$ cat src/pcs_params.svh
// offsets, field positions, reset values and timing counts for the strobe timer
`ifndef PCS_PARAMS_SVH
`define PCS_PARAMS_SVH

// register indices on the plain register port
`define PCS_ADDR_W 4
`define PCS_OFS_TIMING 4'h0
`define PCS_OFS_WAIT 4'h1
`define PCS_OFS_STATUS 4'h2

// timing register layout
`define PCS_TIMING_RESET 16'h0000
`define PCS_TIMING_WMASK 16'hCFFF
`define PCS_A6_WAIT_B3 15
`define PCS_A5_WAIT_B3 14
`define PCS_A5_TED2 11
`define PCS_A6_TED2 10
`define PCS_A5_TEH2 9
`define PCS_A6_TEH2 8
`define PCS_A5_TED1 7
`define PCS_A5_TED0 6
`define PCS_A6_TED1 5
`define PCS_A6_TED0 4
`define PCS_A5_TEH1 3
`define PCS_A5_TEH0 2
`define PCS_A6_TEH1 1
`define PCS_A6_TEH0 0

// wait register layout: low three wait bits per area
`define PCS_WAIT_RESET 16'h0077
`define PCS_WAIT_A5_LSB 0
`define PCS_WAIT_A6_LSB 4
`define PCS_WAIT_WMASK 16'h0077

// counter width, and bus clock half period and period in ns
`define PCS_CNT_W 6
`define PCS_HALF_NS 10
`define PCS_CLK_NS 20

`endif

$ cat src/pcs_pkg.sv
// types shared by the pc-card strobe timer
package pcs_pkg;

  typedef enum logic [1:0] {
    PCS_IDLE,
    PCS_SETUP,
    PCS_STROBE,
    PCS_HOLD
  } pcs_state_e;

  typedef struct packed {
    logic area6;
    logic write;
    logic [25:0] addr;
  } pcs_req_s;

  typedef struct packed {
    logic oe_n;
    logic we_n;
  } pcs_strobe_s;

endpackage

$ cat src/pcs_strobe_timing.sv
// pc-card address to strobe timing engine for areas 5 and 6
//
// Our own choices: the register addresses and strobed register access.
`timescale 1ns/1ps
`include "pcs_params.svh"
module pcs_strobe_timing
  import pcs_pkg::*;
#(
  parameter int CW = `PCS_CNT_W
) (
  // clock and power-on reset
  input wire logic clk,
  input wire logic reset_n,
  // manual reset and standby, same clock domain
  input wire logic manual_reset,
  input wire logic standby,
  // register port
  input wire logic [`PCS_ADDR_W-1:0] reg_addr,
  input wire logic [15:0] reg_wdata,
  input wire logic reg_wr,
  input wire logic reg_rd,
  output logic [15:0] reg_rdata,
  // cycle request from the bus controller
  input wire logic req_valid,
  input wire pcs_req_s req,
  output logic busy,
  output logic done,
  // pc-card pins
  output logic [25:0] card_addr,
  output logic card_addr_valid,
  output pcs_strobe_s card_strobe
);

  ////////////////////////////////////////////////////////////////////////////
  // registers

  logic [15:0] timing_reg;
  logic [15:0] wait_reg;
  pcs_state_e state_reg;
  logic area6_reg;
  logic write_reg;

  // power-on reset only; manual reset and standby leave it alone
  always_ff @(posedge clk) begin
    if (!reset_n) begin
      timing_reg <= `PCS_TIMING_RESET;
    end else if (reg_wr && reg_addr == `PCS_OFS_TIMING) begin
      timing_reg <= reg_wdata & `PCS_TIMING_WMASK;
    end
  end

  always_ff @(posedge clk) begin
    if (!reset_n) begin
      wait_reg <= `PCS_WAIT_RESET;
    end else if (reg_wr && reg_addr == `PCS_OFS_WAIT) begin
      wait_reg <= reg_wdata & `PCS_WAIT_WMASK;
    end
  end

  logic [15:0] status_word;
  assign status_word = {11'h000, standby, write_reg, area6_reg, busy,
                        card_addr_valid};

  always_ff @(posedge clk) begin
    if (!reset_n) begin
      reg_rdata <= 16'h0000;
    end else if (reg_rd) begin
      case (reg_addr)
        `PCS_OFS_TIMING: reg_rdata <= timing_reg;
        `PCS_OFS_WAIT: reg_rdata <= wait_reg;
        `PCS_OFS_STATUS: reg_rdata <= status_word;
        default: reg_rdata <= 16'h0000;
      endcase
    end else begin
      reg_rdata <= 16'h0000;
    end
  end

  ////////////////////////////////////////////////////////////////////////////
  // code extraction

  logic [2:0] a5_assert_code;
  logic [2:0] a6_assert_code;
  logic [2:0] a5_hold_code;
  logic [2:0] a6_hold_code;
  logic [3:0] a5_wait_code;
  logic [3:0] a6_wait_code;

  assign a5_assert_code = {timing_reg[`PCS_A5_TED2],
                           timing_reg[`PCS_A5_TED1],
                           timing_reg[`PCS_A5_TED0]};
  assign a6_assert_code = {timing_reg[`PCS_A6_TED2],
                           timing_reg[`PCS_A6_TED1],
                           timing_reg[`PCS_A6_TED0]};
  assign a5_hold_code = {timing_reg[`PCS_A5_TEH2],
                         timing_reg[`PCS_A5_TEH1],
                         timing_reg[`PCS_A5_TEH0]};
  assign a6_hold_code = {timing_reg[`PCS_A6_TEH2],
                         timing_reg[`PCS_A6_TEH1],
                         timing_reg[`PCS_A6_TEH0]};
  assign a5_wait_code = {timing_reg[`PCS_A5_WAIT_B3],
                         wait_reg[`PCS_WAIT_A5_LSB +: 3]};
  assign a6_wait_code = {timing_reg[`PCS_A6_WAIT_B3],
                         wait_reg[`PCS_WAIT_A6_LSB +: 3]};

  // inserted wait states for a four-bit wait code
  function automatic logic [CW-1:0] wait_states(input logic [3:0] code);
    logic [CW-1:0] w;
    w = '0;
    case (code)
      4'h0: w = CW'(0);
      4'h1: w = CW'(1);
      4'h2: w = CW'(2);
      4'h3: w = CW'(3);
      4'h4: w = CW'(4);
      4'h5: w = CW'(6);
      4'h6: w = CW'(8);
      4'h7: w = CW'(10);
      4'h8: w = CW'(12);
      4'h9: w = CW'(14);
      4'hA: w = CW'(18);
      4'hB: w = CW'(22);
      4'hC: w = CW'(26);
      4'hD: w = CW'(30);
      4'hE: w = CW'(34);
      default: w = CW'(38);
    endcase
    return w;
  endfunction

  // codes of the cycle in flight
  logic [2:0] cur_assert;
  logic [2:0] cur_hold;
  logic [CW-1:0] cur_waits;
  logic [2:0] new_assert;
  logic [CW-1:0] hold_val;

  assign new_assert = req.area6 ? a6_assert_code : a5_assert_code;
  assign cur_assert = area6_reg ? a6_assert_code : a5_assert_code;
  assign cur_hold = area6_reg ? a6_hold_code : a5_hold_code;
  assign cur_waits = area6_reg ? wait_states(a6_wait_code)
                               : wait_states(a5_wait_code);
  // one cycle goes to leaving the strobe phase, so hold loads one short
  assign hold_val = (cur_hold == 3'h0) ? '0 : CW'(cur_hold - 3'h1);

  ////////////////////////////////////////////////////////////////////////////
  // cycle sequencer

  logic cnt_load;
  logic [CW-1:0] cnt_val;
  logic cnt_expired;
  logic start;
  logic abort;

  assign start = req_valid && !busy && !standby;
  // manual reset idles the engine but leaves the registers alone
  assign abort = manual_reset;

  pcs_delay_cnt #(
    .CW(CW)
  ) u_delay_cnt (
    .clk(clk),
    .reset_n(reset_n),
    .load(cnt_load),
    .load_val(cnt_val),
    .expired(cnt_expired)
  );

  // counter loads on start and at the end of the setup and strobe phases
  always_comb begin
    cnt_load = 1'b0;
    cnt_val = '0;
    case (state_reg)
      PCS_IDLE: begin
        cnt_load = start;
        cnt_val = CW'(new_assert);
      end
      PCS_SETUP: begin
        cnt_load = cnt_expired;
        cnt_val = cur_waits;
      end
      PCS_STROBE: begin
        cnt_load = cnt_expired;
        cnt_val = hold_val;
      end
      PCS_HOLD: begin
        cnt_load = 1'b0;
        cnt_val = '0;
      end
      default: begin
        cnt_load = 1'b0;
        cnt_val = '0;
      end
    endcase
  end

  always_ff @(posedge clk) begin
    if (!reset_n || abort) begin
      state_reg <= PCS_IDLE;
    end else begin
      case (state_reg)
        PCS_IDLE: begin
          if (start) begin
            state_reg <= PCS_SETUP;
          end
        end
        PCS_SETUP: begin
          if (cnt_expired) begin
            state_reg <= PCS_STROBE;
          end
        end
        PCS_STROBE: begin
          if (cnt_expired) begin
            state_reg <= (cur_hold == 3'h0) ? PCS_IDLE : PCS_HOLD;
          end
        end
        PCS_HOLD: begin
          if (cnt_expired) begin
            state_reg <= PCS_IDLE;
          end
        end
        default: state_reg <= PCS_IDLE;
      endcase
    end
  end

  logic cycle_end;
  assign cycle_end = (state_reg == PCS_STROBE && cnt_expired
                      && cur_hold == 3'h0)
                     || (state_reg == PCS_HOLD && cnt_expired);

  always_ff @(posedge clk) begin
    if (!reset_n) begin
      area6_reg <= 1'b0;
      write_reg <= 1'b0;
    end else if (start) begin
      area6_reg <= req.area6;
      write_reg <= req.write;
    end
  end

  always_ff @(posedge clk) begin
    if (!reset_n || abort) begin
      busy <= 1'b0;
    end else if (start) begin
      busy <= 1'b1;
    end else if (cycle_end) begin
      busy <= 1'b0;
    end
  end

  always_ff @(posedge clk) begin
    if (!reset_n || abort) begin
      done <= 1'b0;
    end else begin
      done <= cycle_end;
    end
  end

  ////////////////////////////////////////////////////////////////////////////
  // address pins, switched on the rising edge

  always_ff @(posedge clk) begin
    if (!reset_n || abort) begin
      card_addr <= 26'h0000000;
      card_addr_valid <= 1'b0;
    end else if (start) begin
      card_addr <= req.addr;
      card_addr_valid <= 1'b1;
    end else if (cycle_end) begin
      card_addr_valid <= 1'b0;
    end
  end

  ////////////////////////////////////////////////////////////////////////////
  // strobe pins, switched on the falling edge for the half cycle

  logic strobe_on;
  assign strobe_on = (state_reg == PCS_SETUP && cnt_expired)
                     || (state_reg == PCS_STROBE && !cnt_expired);

  always_ff @(negedge clk) begin
    if (!reset_n || abort) begin
      card_strobe.oe_n <= 1'b1;
      card_strobe.we_n <= 1'b1;
    end else begin
      card_strobe.oe_n <= !(strobe_on && !write_reg);
      card_strobe.we_n <= !(strobe_on && write_reg);
    end
  end

endmodule

$ cat src/pcs_delay_cnt.sv
// loadable down counter that flags when it has run out
`timescale 1ns/1ps
module pcs_delay_cnt #(
  parameter int CW = 6
) (
  // clock and reset
  input wire logic clk,
  input wire logic reset_n,
  // control
  input wire logic load,
  input wire logic [CW-1:0] load_val,
  // status
  output logic expired
);

  logic [CW-1:0] cnt_reg;

  always_ff @(posedge clk) begin
    if (!reset_n) begin
      cnt_reg <= '0;
    end else if (load) begin
      cnt_reg <= load_val;
    end else if (cnt_reg != '0) begin
      cnt_reg <= cnt_reg - 1'b1;
    end
  end

  assign expired = (cnt_reg == '0);

endmodule

$ cat config.mk
export PLATFORM = sky130hd
export DESIGN_NAME = pcs_strobe_timing
export DESIGN_NICKNAME = d
export VERILOG_FILES = /design/src/pcs_pkg.sv /design/src/pcs_strobe_timing.sv /design/src/pcs_delay_cnt.sv
export VERILOG_INCLUDE_DIRS = /design/src
export SDC_FILE = /design/constraint.sdc
export NUM_CORES = 1
export LEC_CHECK = 0
export BUFFER_PORTS_ARGS = -buffer_cell sky130_fd_sc_hd__buf_4
export CAP_MARGIN = 20
export CORE_MARGIN = 4
export CORE_UTILIZATION = 40
export CTS_CLUSTER_SIZE = 10
export DETAILED_ROUTE_END_ITERATION = 7
export HOLD_SLACK_MARGIN = 0.1
export PLACE_DENSITY = 0.72
export SETUP_SLACK_MARGIN = 0.15
export SYNTH_ARGS = -nofsm -noshare
export SYNTH_HDL_FRONTEND = slang
export SYNTH_SLANG_ARGS = --single-unit
$ cat constraint.sdc
create_clock -name clk -period 3.82 [get_ports clk]
set_clock_uncertainty 0.15 [all_clocks]
set_input_delay 0.764 -clock clk [delete_from_list [all_inputs] [get_ports clk]]
set_output_delay 0.764 -clock clk [all_outputs]
set_load 0.01 [all_outputs]
# Word-level counts from Yosys, hierarchy flattened
# Memory sizes are Yosys's and may differ from the RTL's.
# Cells that the tools add are included.
op_classes:
  add_sub_neg: 2
  reduce_logical: 31
  n_eq_ne: 9
  mux: 17
op_table:
  columns: ["op", "count"]
  rows:
  - ["one-hot mux 16 bit (3 select lines)", 1]
  - ["2-to-1 mux 6 bit", 4]
  - ["one-hot mux 6 bit (4 select lines)", 1]
  - ["logical AND 1 bit", 11]
  - ["2-to-1 mux 2 bit", 5]
  - ["!= test 2 bit (second input constant)", 4]
  - ["one-hot mux 2 bit (4 select lines)", 1]
  - ["logical NOT 1 bit", 7]
  - ["logical NOT 6 bit", 1]
  - ["2-to-1 mux 3 bit", 2]
  - ["nonzero test 6 bit", 1]
  - ["subtractor 6 x 1 -> 6 bit (second input constant)", 1]
  - ["equality test 2 bit (second input constant)", 2]
  - ["equality test 4 x 1 -> 1 bit (second input constant)", 1]
  - ["equality test 4 x 2 -> 1 bit (second input constant)", 1]
  - ["logical NOT 4 bit", 1]
  - ["AND reduction 4 bit", 1]
  - ["nonzero test 2 bit", 2]
  - ["subtractor 3 x 1 -> 4 bit (second input constant)", 1]
  - ["logical NOT 3 bit", 1]
  - ["logical OR 1 bit", 3]
  - ["one-hot mux 1 bit (3 select lines)", 1]
  - ["equality test 2 x 1 -> 1 bit (second input constant)", 1]
  - ["logical NOT 2 bit", 1]
  - ["3 further kinds", 4]
totals:
  register_bits: 76
  mem_count: 2
  output_inout_bits: 47
  word_cells: 73
  in_bits: 55
  mem_bits_ro: 192
mem_list:
  columns: ["name", "depth", "word_bits", "read_ports", "rd_clocked_by_memory_dff", "wr", "line", "source"]
  rows:
  - ["(name not given)", 16, 6, 1, 0, 0, "pcs_strobe_timing.sv:110", "case (code)"]
  - ["(name not given)", 16, 6, 1, 0, 0, "pcs_strobe_timing.sv:110", null]

# Longest topological paths before layout
# Gate-level depths: netlist (run 1).
depth:
  word_depth: 6
  depth_mapped: 10
  mapped_depth_nobuf: 9

# Modules after synthesis
# Synthesis (run 1) repeated with hierarchy kept, for this count alone.
unflattened:
  hier_cells: 378
  area_unflattened_um2: 3329.4
by_module_without_submodules:
  columns: ["module", "area_each_um2", "seq_area_each_um2", "n_inst", "cells_each"]
  rows:
  - ["pcs_strobe_timing", 2972.9, 1361.3, 1, 335]
  - ["pcs_delay_cnt", 356.6, 120.1, 1, 43]

==> results.py, run 1 <==
metrics = {
    "clock_network": {
        "insertion_delay_ns": 0.35,
        "cts.sinks": 74,
        "cts_tree": "built",
        "clk_pin_slew_worst_paths_ns": 0.07,
        "cts_root_buffer": "clkbuf_8",
        "clockBufferDepth": 2,
        "cts_buffers": 9,
        "htree_levels": 3,
    },
    "yosys": {
        "synth_top_family_by_area": "simple AND/OR/NAND/NOR gates",
        "yosysTopAreaCell": "dfxtp_1",
        "synth_mux_area_frac": 0.09690,
        "yosysWarnings": 0,
        "synth_compound_gate_area_share": 0.1417,
        "synth-edff-count": 0,
        "synth_xor_area_frac": 0.007650,
        "synth-async-reset-ratio": 0,
        "yosys-top-cells-area": "dfxtp_1, mux2i_1, nand2_1, a21oi_1, ha_1",
        "synth_flop_cell": "dfxtp_1",
        "synth_fa_ha_area_frac": 0.05100,
        "ys_seq_area_frac": 0.4313,
        "ys_ff_latch": 74,
        "netlist_area_sq_mm": 0.003435,
        "synth.avg_cell_area_sq_um": 8.673,
        "synth_top_area_frac": 0.4313,
        "synthCells": 396,
        "synth_cell_types": 48,
        "synth-simple-area-share": 0.2255,
    },
    "grt": {
        "busiest_layer": "met2",
        "use_met2": 0.2932,
        "grt_max_degree": 31,
        "grt_pass1_wl_um": 14260,
        "antenna_found_initial": 0,
        "use_met1": 0.2133,
        "grt_overflow": 0,
        "grt_pass1_vias": 3032,
        "track_usage": 0.1763,
        "grt_use_met3": 0.05882,
    },
    "die": {
        "dieHeight_um": 100.7,
        "start_util": 0.4138,
        "die_area_sq_mm": 0.01013,
        "fp-row-count": 33,
        "boundaryPins": 102,
        "dieWidth_um": 100.7,
        "coreArea_sq_mm": 0.008299,
    },
    "pwr": {
        "seqPwrFrac": 0.426,
        "power.static_leakage_nw": 1.907,
        "p_sw_w": 0.0005854,
        "p_comb_frac": 0.217,
        "peakVddDrop_mv": 0.2657,
        "clock_power_share": 0.357,
        "p_int_w": 0.001446,
        "p_per_area_mw_per_mm2": 452.0,
        "swShare": 0.2882,
    },
    "timing": {
        "hold_viol": 0,
        "slew_violations": 0,
        "setup_viol": 0,
        "fin_ws_ns": 0.1879,
        "max_slew.worst_pin.slew_ns": 0.8292,
        "slew_headroom": 0.4448,
        "grt_setup_unrepaired": "false",
        "tns_ns": 0,
    },
    "drt": {
        "via_count": 3097,
        "firstDrtPassIters": 4,
        "wl_per_cell_um": 14.68,
        "wl_um": 8749,
        "drtIter0Drc": 165,
        "drc": 0,
        "vias_per_cell": 5.196,
        "ant_nets": 0,
    },
    "finish": {
        "layout_commonest_cell": "buf_4",
        "final_cell_mix": "buf_4, dfxtp_1, nand2_1",
        "finalNetCount": 556,
        "area_delta_synth_final_pct": 30.86,
        "largest_reg_flops": 26,
        "diodes": 0,
        "layout-drive-gt1-share": 0.2709,
        "num-fill-cells": 748,
    },
    "worst_setup_path": {
        "crit_buf_inv": 1,
        "cp.required_ns": 2.91,
        "cp_top_family": "flip-flops",
        "startpoint_type": "flop",
        "worstSetupPathType": "flop to output pin",
        "slowest_delay_ns": 0.29,
        "slowest_stage": "dfxtp_1",
        "crit_fanout": 1,
        "crit_path_cell_trace": "buf_4",
        "reg2reg_setup_slack_ns": 0.22,
        "worstSetupEndpointType": "output pin",
        "crit_arrival_ns": 2.72,
    },
    "place": {
        "place_ws_ns": 0.1812,
        "dp_hpwl_um": 6546,
        "port_buffers": 97,
        "gp_congestion": 0.8283,
    },
    "hold_path": {
        "hp-class": "flop to flop",
    },
    "run": {
        "cap_violations": 0,
    },
    "status": {
        "outcome": "finished clean",
    },
}
[logic make-up (layout without fill, tap and decap cells)]
group / count (synthesis) / after routing
AND/OR/NAND/NOR: 155 / 155
AO/OA/AOI/OAI: 79 / 79
flip-flops: 74 / 74
buffers and inverters: 37 / 131
multiplexers: 33 / 33
adder cells (fa/ha/maj): 14 / 14
XOR/XNOR: 3 / 3
other: 1 / 2
[repair_timing]
action | 4_1_cts | 5_1_grt
gates resized for setup | 0 | 4
buffers inserted | 0 | 0
hold buffers | 0 | 0
endpoints found under the setup margin | 0 | 1
[through the flow]
| stage | util | std cells | hold slack [ns] | power, W | area [sq um] |
|---|---|---|---|---|---|
| floorplan | - | 397 | 0.2962 | 0.001189 | 3438 |
| global placement | 0.5121 | 580 | 0.2922 | 0.001302 | 4250 |
| detailed placement | 0.5121 | 580 | 0.2966 | 0.001316 | 4250 |
| CTS | 0.5405 | 596 | 0.3068 | 0.002032 | 4486 |
| global route | 0.5415 | 596 | 0.3271 | 0.002135 | 4494 |
| finish | 0.5415 | 596 | 0.3066 | 0.002031 | 4494 |
[worst paths after layout]
| check | from | endpoint | cells past startpoint |
|---|---|---|---|
| hold / removal | card_addr[10]$_SDFFE_PP0P_ | card_addr[10]$_SDFFE_PP0P_ | 2 |
| setup / recovery | card_strobe[0]$_SDFF_NP1_ | card_strobe[0] | 1 |
| hold reg to reg | card_addr[10]$_SDFFE_PP0P_ | card_addr[10]$_SDFFE_PP0P_ | 2 |
| setup reg to reg | u_delay_cnt.cnt_reg[2]$_SDFFE_PN0P_ | card_strobe[1]$_SDFF_NP1_ | 4 |
[per-layer routing]
layer  routed length, um  vias to the layer above
met5                   0                        -
met4                 138                        0
met3                 605                       13
met2                4264                       81
met1                3741                     1462
li1                    -                     1541
[power by group through the flow]
stage / clock network, W / logic [W] / registers, W
global route: 0.000774 / 0.000489 / 0.000872
CTS: 0.000737 / 0.000432 / 0.000863
detailed placement: 0.00000492 / 0.000431 / 0.000880
finish: 0.000726 / 0.000440 / 0.000866
global placement: 0.00000492 / 0.000421 / 0.000876
floorplan: 0.00000492 / 0.000314 / 0.000870
[Yosys cell counts, types with 5 or more instances]
cell type	number
and2_1	9
nor2_1	13
nand3_1	8
dfxtp_1	74
mux2i_1	31
clkbuf_1	17
nor3b_1	5
inv_1	13
nand2_1	68
o21ai_0	10
ha_1	14
nand2b_1	5
nor2b_1	17
nor3_1	10
a21oi_1	45
[cell type report]
cell class,count,area (sq um),share of cell area
well taps,105,131.4,0.02923
flip-flops and latches,74,1483,0.3299
inverters,12,45.04,0.01002
repair buffers,102,765.7,0.1704
multi-input cells,286,1831,0.4073
clock buffers,10,127.6,0.02840
clock inverters,7,111.4,0.02478
Power figures use the tool's default switching activity.
==> run 2: changes to the inputs <==
==> constraint.sdc (replaced) <==
create_clock -name clk -period 3.82 [get_ports clk]
set_clock_uncertainty 0.15 [all_clocks]
set_input_delay 0.764 -clock clk [delete_from_list [all_inputs] [get_ports clk]]
set_output_delay 0.764 -clock clk [all_outputs]
set_load 0.02 [all_outputs]
==> results.py, run 2 (same netlist as run 1, synthesis figures left out) <==
metrics = {
    "clock_network": {
        "clockBufferDepth": 2,
        "postCtsHoldBufs": 0,
        "cts.sinks": 74,
        "htree_levels": 3,
        "insertion_delay_ns": 0.34,
        "cts_tree": "built",
        "clk_pin_slew_worst_paths_ns": 0.07,
        "post_cts_buffers": 0,
        "cts_buffers": 9,
        "cts_resized": 0,
        "cts_root_buffer": "clkbuf_8",
    },
    "drt": {
        "drc": 0,
        "via_count": 3106,
        "wl_per_cell_um": 14.78,
        "wl_um": 8824,
        "top_layer": "met4",
        "wl_met3_um": 672,
        "met2_length_um": 4206,
        "vias_per_cell": 5.203,
        "ant_nets": 0,
        "m1WireLength_um": 3739,
        "drtIter0Drc": 143,
        "firstDrtPassIters": 4,
    },
    "timing": {
        "max_slew.worst_pin.slew_ns": 0.7731,
        "tns_ns": 0,
        "fin_ws_ns": 0.1691,
        "slew_headroom": 0.4807,
        "grt_setup_unrepaired": "false",
        "slew_violations": 0,
        "setup_viol": 0,
        "hold_viol": 0,
    },
    "finish": {
        "diodes": 0,
        "finalNetCount": 556,
        "area_delta_synth_final_pct": 30.02,
        "layout_commonest_cell": "buf_4",
        "fin_cells": 597,
        "num-fill-cells": 790,
        "final_cell_mix": "buf_4, dfxtp_1, nand2_1",
        "fin_util": 0.5381,
        "layout-drive-gt1-share": 0.2724,
        "largest_reg_flops": 26,
        "finalInstanceArea_sq_mm": 0.004466,
    },
    "worst_setup_path": {
        "startpoint_type": "flop",
        "crit_fanout": 1,
        "cp_top_family": "flip-flops",
        "slowest_stage": "dfxtp_1",
        "cp.required_ns": 2.91,
        "slowest_delay_ns": 0.29,
        "crit_buf_inv": 1,
        "worstSetupPathType": "flop to output pin",
        "crit_path_cell_trace": "buf_4",
        "worstSetupEndpointType": "output pin",
        "crit_arrival_ns": 2.74,
    },
    "die": {
        "dieWidth_um": 100.7,
        "coreArea_sq_mm": 0.008299,
        "dieHeight_um": 100.7,
        "boundaryPins": 102,
        "die_area_sq_mm": 0.01013,
        "fp-row-count": 33,
        "start_util": 0.4138,
    },
    "grt": {
        "grt_pass1_wl_um": 13990,
        "grt_overflow": 0,
        "antenna_found_initial": 0,
        "grt_pass1_vias": 2923,
        "grt_max_degree": 31,
        "track_usage": 0.1747,
    },
    "pwr": {
        "swShare": 0.3195,
        "p_int_w": 0.001311,
        "peakVddDrop_mv": 0.2334,
        "seqPwrFrac": 0.450,
        "clock_power_share": 0.316,
        "p_comb_frac": 0.234,
        "p_sw_w": 0.0006157,
        "power.static_leakage_nw": 1.882,
        "p_per_area_mw_per_mm2": 431.5,
    },
    "run": {
        "cap_violations": 0,
    },
    "place": {
        "dp.cells": 580,
        "placed_area_sq_mm": 0.004250,
        "dp_hpwl_um": 6592,
        "place_ws_ns": 0.1913,
        "gp_congestion": 0.8231,
        "port_buffers": 97,
    },
    "status": {
        "outcome": "finished clean",
    },
    "hold_path": {
        "hp-class": "flop to flop",
    },
}
run 2: area by class of cell:
class                           count  area, sq um  area share
Timing Repair Buffer              102        769.5      0.1723
Tap cell                          105        131.4     0.02942
Sequential cell                    74         1484      0.3323
Multi-Input combinational cell    286         1831      0.4099
Clock buffer                       12        166.4     0.03727
Clock inverter                      6        38.79    0.008686
Inverter                           12        45.04     0.01009
run 2: worst paths after layout:
check / startpoint / depth (start not counted) / slack (ns) / to
setup / recovery: card_strobe[1]$_SDFF_NP1_ / 1 / 0.17 / card_strobe[1]
setup reg to reg: u_delay_cnt.cnt_reg[2]$_SDFFE_PN0P_ / 4 / 0.20 / card_strobe[1]$_SDFF_NP1_
hold reg to reg: card_addr[18]$_SDFFE_PP0P_ / 2 / 0.31 / card_addr[18]$_SDFFE_PP0P_
hold / removal: card_addr[18]$_SDFFE_PP0P_ / 2 / 0.31 / card_addr[18]$_SDFFE_PP0P_
run 2: power by group through the flow:
stage	Combinational [W]	Clock, W	Sequential (W)
3_5_place_dp	0.000443	0.00000492	0.000882
6_report	0.000452	0.000609	0.000866
5_1_grt	0.000495	0.000657	0.000870
4_1_cts	0.000446	0.000623	0.000863
2_1_floorplan	0.000315	0.00000492	0.000875
3_3_place_gp	0.000427	0.00000492	0.000876
run 2: through the flow:
stage	total power, W	hold WS [ns]
after floorplan	0.001196	0.2962
after global placement	0.001308	0.2922
after detailed placement	0.001329	0.2978
after CTS	0.001932	0.3085
after global routing	0.002022	0.3256
final	0.001927	0.3078
run 2: per-layer routing:
layer | track usage | vias to the layer above
li1 | - | 1545
met1 | 0.2079 | 1459
met2 | 0.2846 | 87
met3 | 0.06367 | 15
met4 | 0.07150 | 0
met5 | 0 | -
==> run 3: changes to the inputs <==
--- a/config.mk
+++ b/config.mk
@@ -10,6 +10,7 @@
 export CAP_MARGIN = 20
 export CORE_MARGIN = 4
 export CORE_UTILIZATION = 40
+export CTS_BUF_LIST = sky130_fd_sc_hd__clkbuf_8
 export CTS_CLUSTER_SIZE = 10
 export DETAILED_ROUTE_END_ITERATION = 7
 export HOLD_SLACK_MARGIN = 0.1
==> results.py, run 3 (same netlist as run 1, synthesis figures left out) <==
metrics = {
    "drt": {
        "drtIter0Drc": 129,
        "wl_met3_um": 630,
        "ant_nets": 0,
        "wl_um": 8803,
        "met2_length_um": 4211,
        "via_count": 3084,
        "wl_per_cell_um": 14.75,
        "firstDrtPassIters": 4,
        "top_layer": "met4",
        "m1WireLength_um": 3754,
        "drc": 0,
        "vias_per_cell": 5.166,
    },
    "worst_setup_path": {
        "slowest_delay_ns": 0.29,
        "crit_buf_inv": 1,
        "cp.required_ns": 2.91,
        "startpoint_type": "flop",
        "worstSetupEndpointType": "output pin",
        "crit_path_cell_trace": "buf_4",
        "cp_top_family": "flip-flops",
        "crit_fanout": 1,
        "worstSetupPathType": "flop to output pin",
        "slowest_stage": "dfxtp_1",
        "crit_arrival_ns": 2.73,
    },
    "die": {
        "fp-row-count": 33,
        "start_util": 0.4138,
        "boundaryPins": 102,
        "die_area_sq_mm": 0.01013,
        "coreArea_sq_mm": 0.008299,
        "dieHeight_um": 100.7,
        "dieWidth_um": 100.7,
    },
    "timing": {
        "slew_headroom": 0.4792,
        "hold_viol": 0,
        "slew_violations": 0,
        "grt_setup_unrepaired": "false",
        "max_slew.worst_pin.slew_ns": 0.7752,
        "tns_ns": 0,
        "setup_viol": 0,
    },
    "finish": {
        "finalNetCount": 556,
        "largest_reg_flops": 26,
        "area_delta_synth_final_pct": 29.51,
        "layout-drive-gt1-share": 0.2724,
        "fin_util": 0.5360,
        "layout_commonest_cell": "buf_4",
        "num-fill-cells": 791,
        "finalInstanceArea_sq_mm": 0.004448,
        "diodes": 0,
        "final_cell_mix": "buf_4, dfxtp_1, nand2_1",
    },
    "clock_network": {
        "cts_tree": "built",
        "post_cts_buffers": 0,
        "htree_levels": 3,
        "cts_root_buffer": "clkbuf_8",
        "cts.sinks": 74,
        "insertion_delay_ns": 0.34,
        "clockBufferDepth": 2,
        "cts_buffers": 9,
        "postCtsHoldBufs": 0,
        "clk_pin_slew_worst_paths_ns": 0.07,
    },
    "pwr": {
        "power.static_leakage_nw": 1.873,
        "peakVddDrop_mv": 0.2340,
        "p_per_area_mw_per_mm2": 423.5,
        "finalPower_w": 0.001884,
    },
    "grt": {
        "grt_max_degree": 31,
        "grt_pass1_vias": 2912,
        "antenna_found_initial": 0,
        "grt_overflow": 0,
        "grt_pass1_wl_um": 13950,
        "track_usage": 0.1745,
    },
    "status": {
        "outcome": "finished clean",
    },
    "hold_path": {
        "hp-class": "flop to flop",
    },
    "place": {
        "port_buffers": 97,
        "placed_area_sq_mm": 0.004250,
        "gp_congestion": 0.8231,
        "dp_hpwl_um": 6592,
    },
    "run": {
        "cap_violations": 0,
    },
}
## run 3: changes by cell type in the layout (fill, tap and decap cells not counted), sizes merged
| cell | delta |
|---|---|
| clkbuf | -2 |
| clkinvlp | +1 |
| inv | +1 |
## run 3: final cells by class
class,count,area (sq um),area share
multi-input combinational,286,1831,0.4115
sequential,74,1484,0.3336
timing repair buffer,102,769.5,0.1730
clock buffer,10,137.6,0.03094
tap,105,131.4,0.02954
clock inverter,8,50.05,0.01125
inverter,12,45.04,0.01013
## run 3: per-layer routing
metal | global-route usage | up-vias
met5 | 0 | -
met4 | 0.07150 | 0
met3 | 0.06367 | 15
met2 | 0.2841 | 75
met1 | 0.2075 | 1450
li1 | - | 1544
## run 3: worst reg2reg max path, cell delays in order, from the launching register on
cell and delay, ns:
dfxtp_1 0.36, or3_1 0.49, nor3_2 0.24, a21oi_1 0.08, or3_1 0.31
## run 3: final timing paths
check,startpoint,endpoint,slack [ns],depth (start not counted)
worst max register to register,u_delay_cnt.cnt_reg[2]$_SDFFE_PN0P_,card_strobe[1]$_SDFF_NP1_,0.20,4
worst min-delay path,card_addr[18]$_SDFFE_PP0P_,card_addr[18]$_SDFFE_PP0P_,0.31,2
worst max-delay path,card_strobe[1]$_SDFF_NP1_,card_strobe[1],0.18,1
worst min register to register,card_addr[18]$_SDFFE_PP0P_,card_addr[18]$_SDFFE_PP0P_,0.31,2
## run 3: report_power, final
group          internal, W  total, W  switching (W)
sequential        0.000816  0.000866      0.0000506
combinational     0.000197  0.000452       0.000255
clock             0.000256  0.000566       0.000310
total              0.00127   0.00188       0.000615
## run 3: what timing repair did
action	4_1_cts	5_1_grt
hold endpoints to repair	0	0
gates resized for setup	2	3
gates cloned	0	0
pin swaps	0	0
setup endpoints to repair	1	1
## run 3: stage by stage
step / hold slack [ns] / worst slack, ns / instances
final: 0.3077 / 0.1775 / 597
after global routing: 0.3256 / 0.1553 / 597
after CTS: 0.3085 / 0.1654 / 597
after detailed placement: 0.2978 / 0.1913 / 580
after global placement: 0.2922 / 0.2160 / 580
after floorplan: 0.2962 / 0.3165 / 397
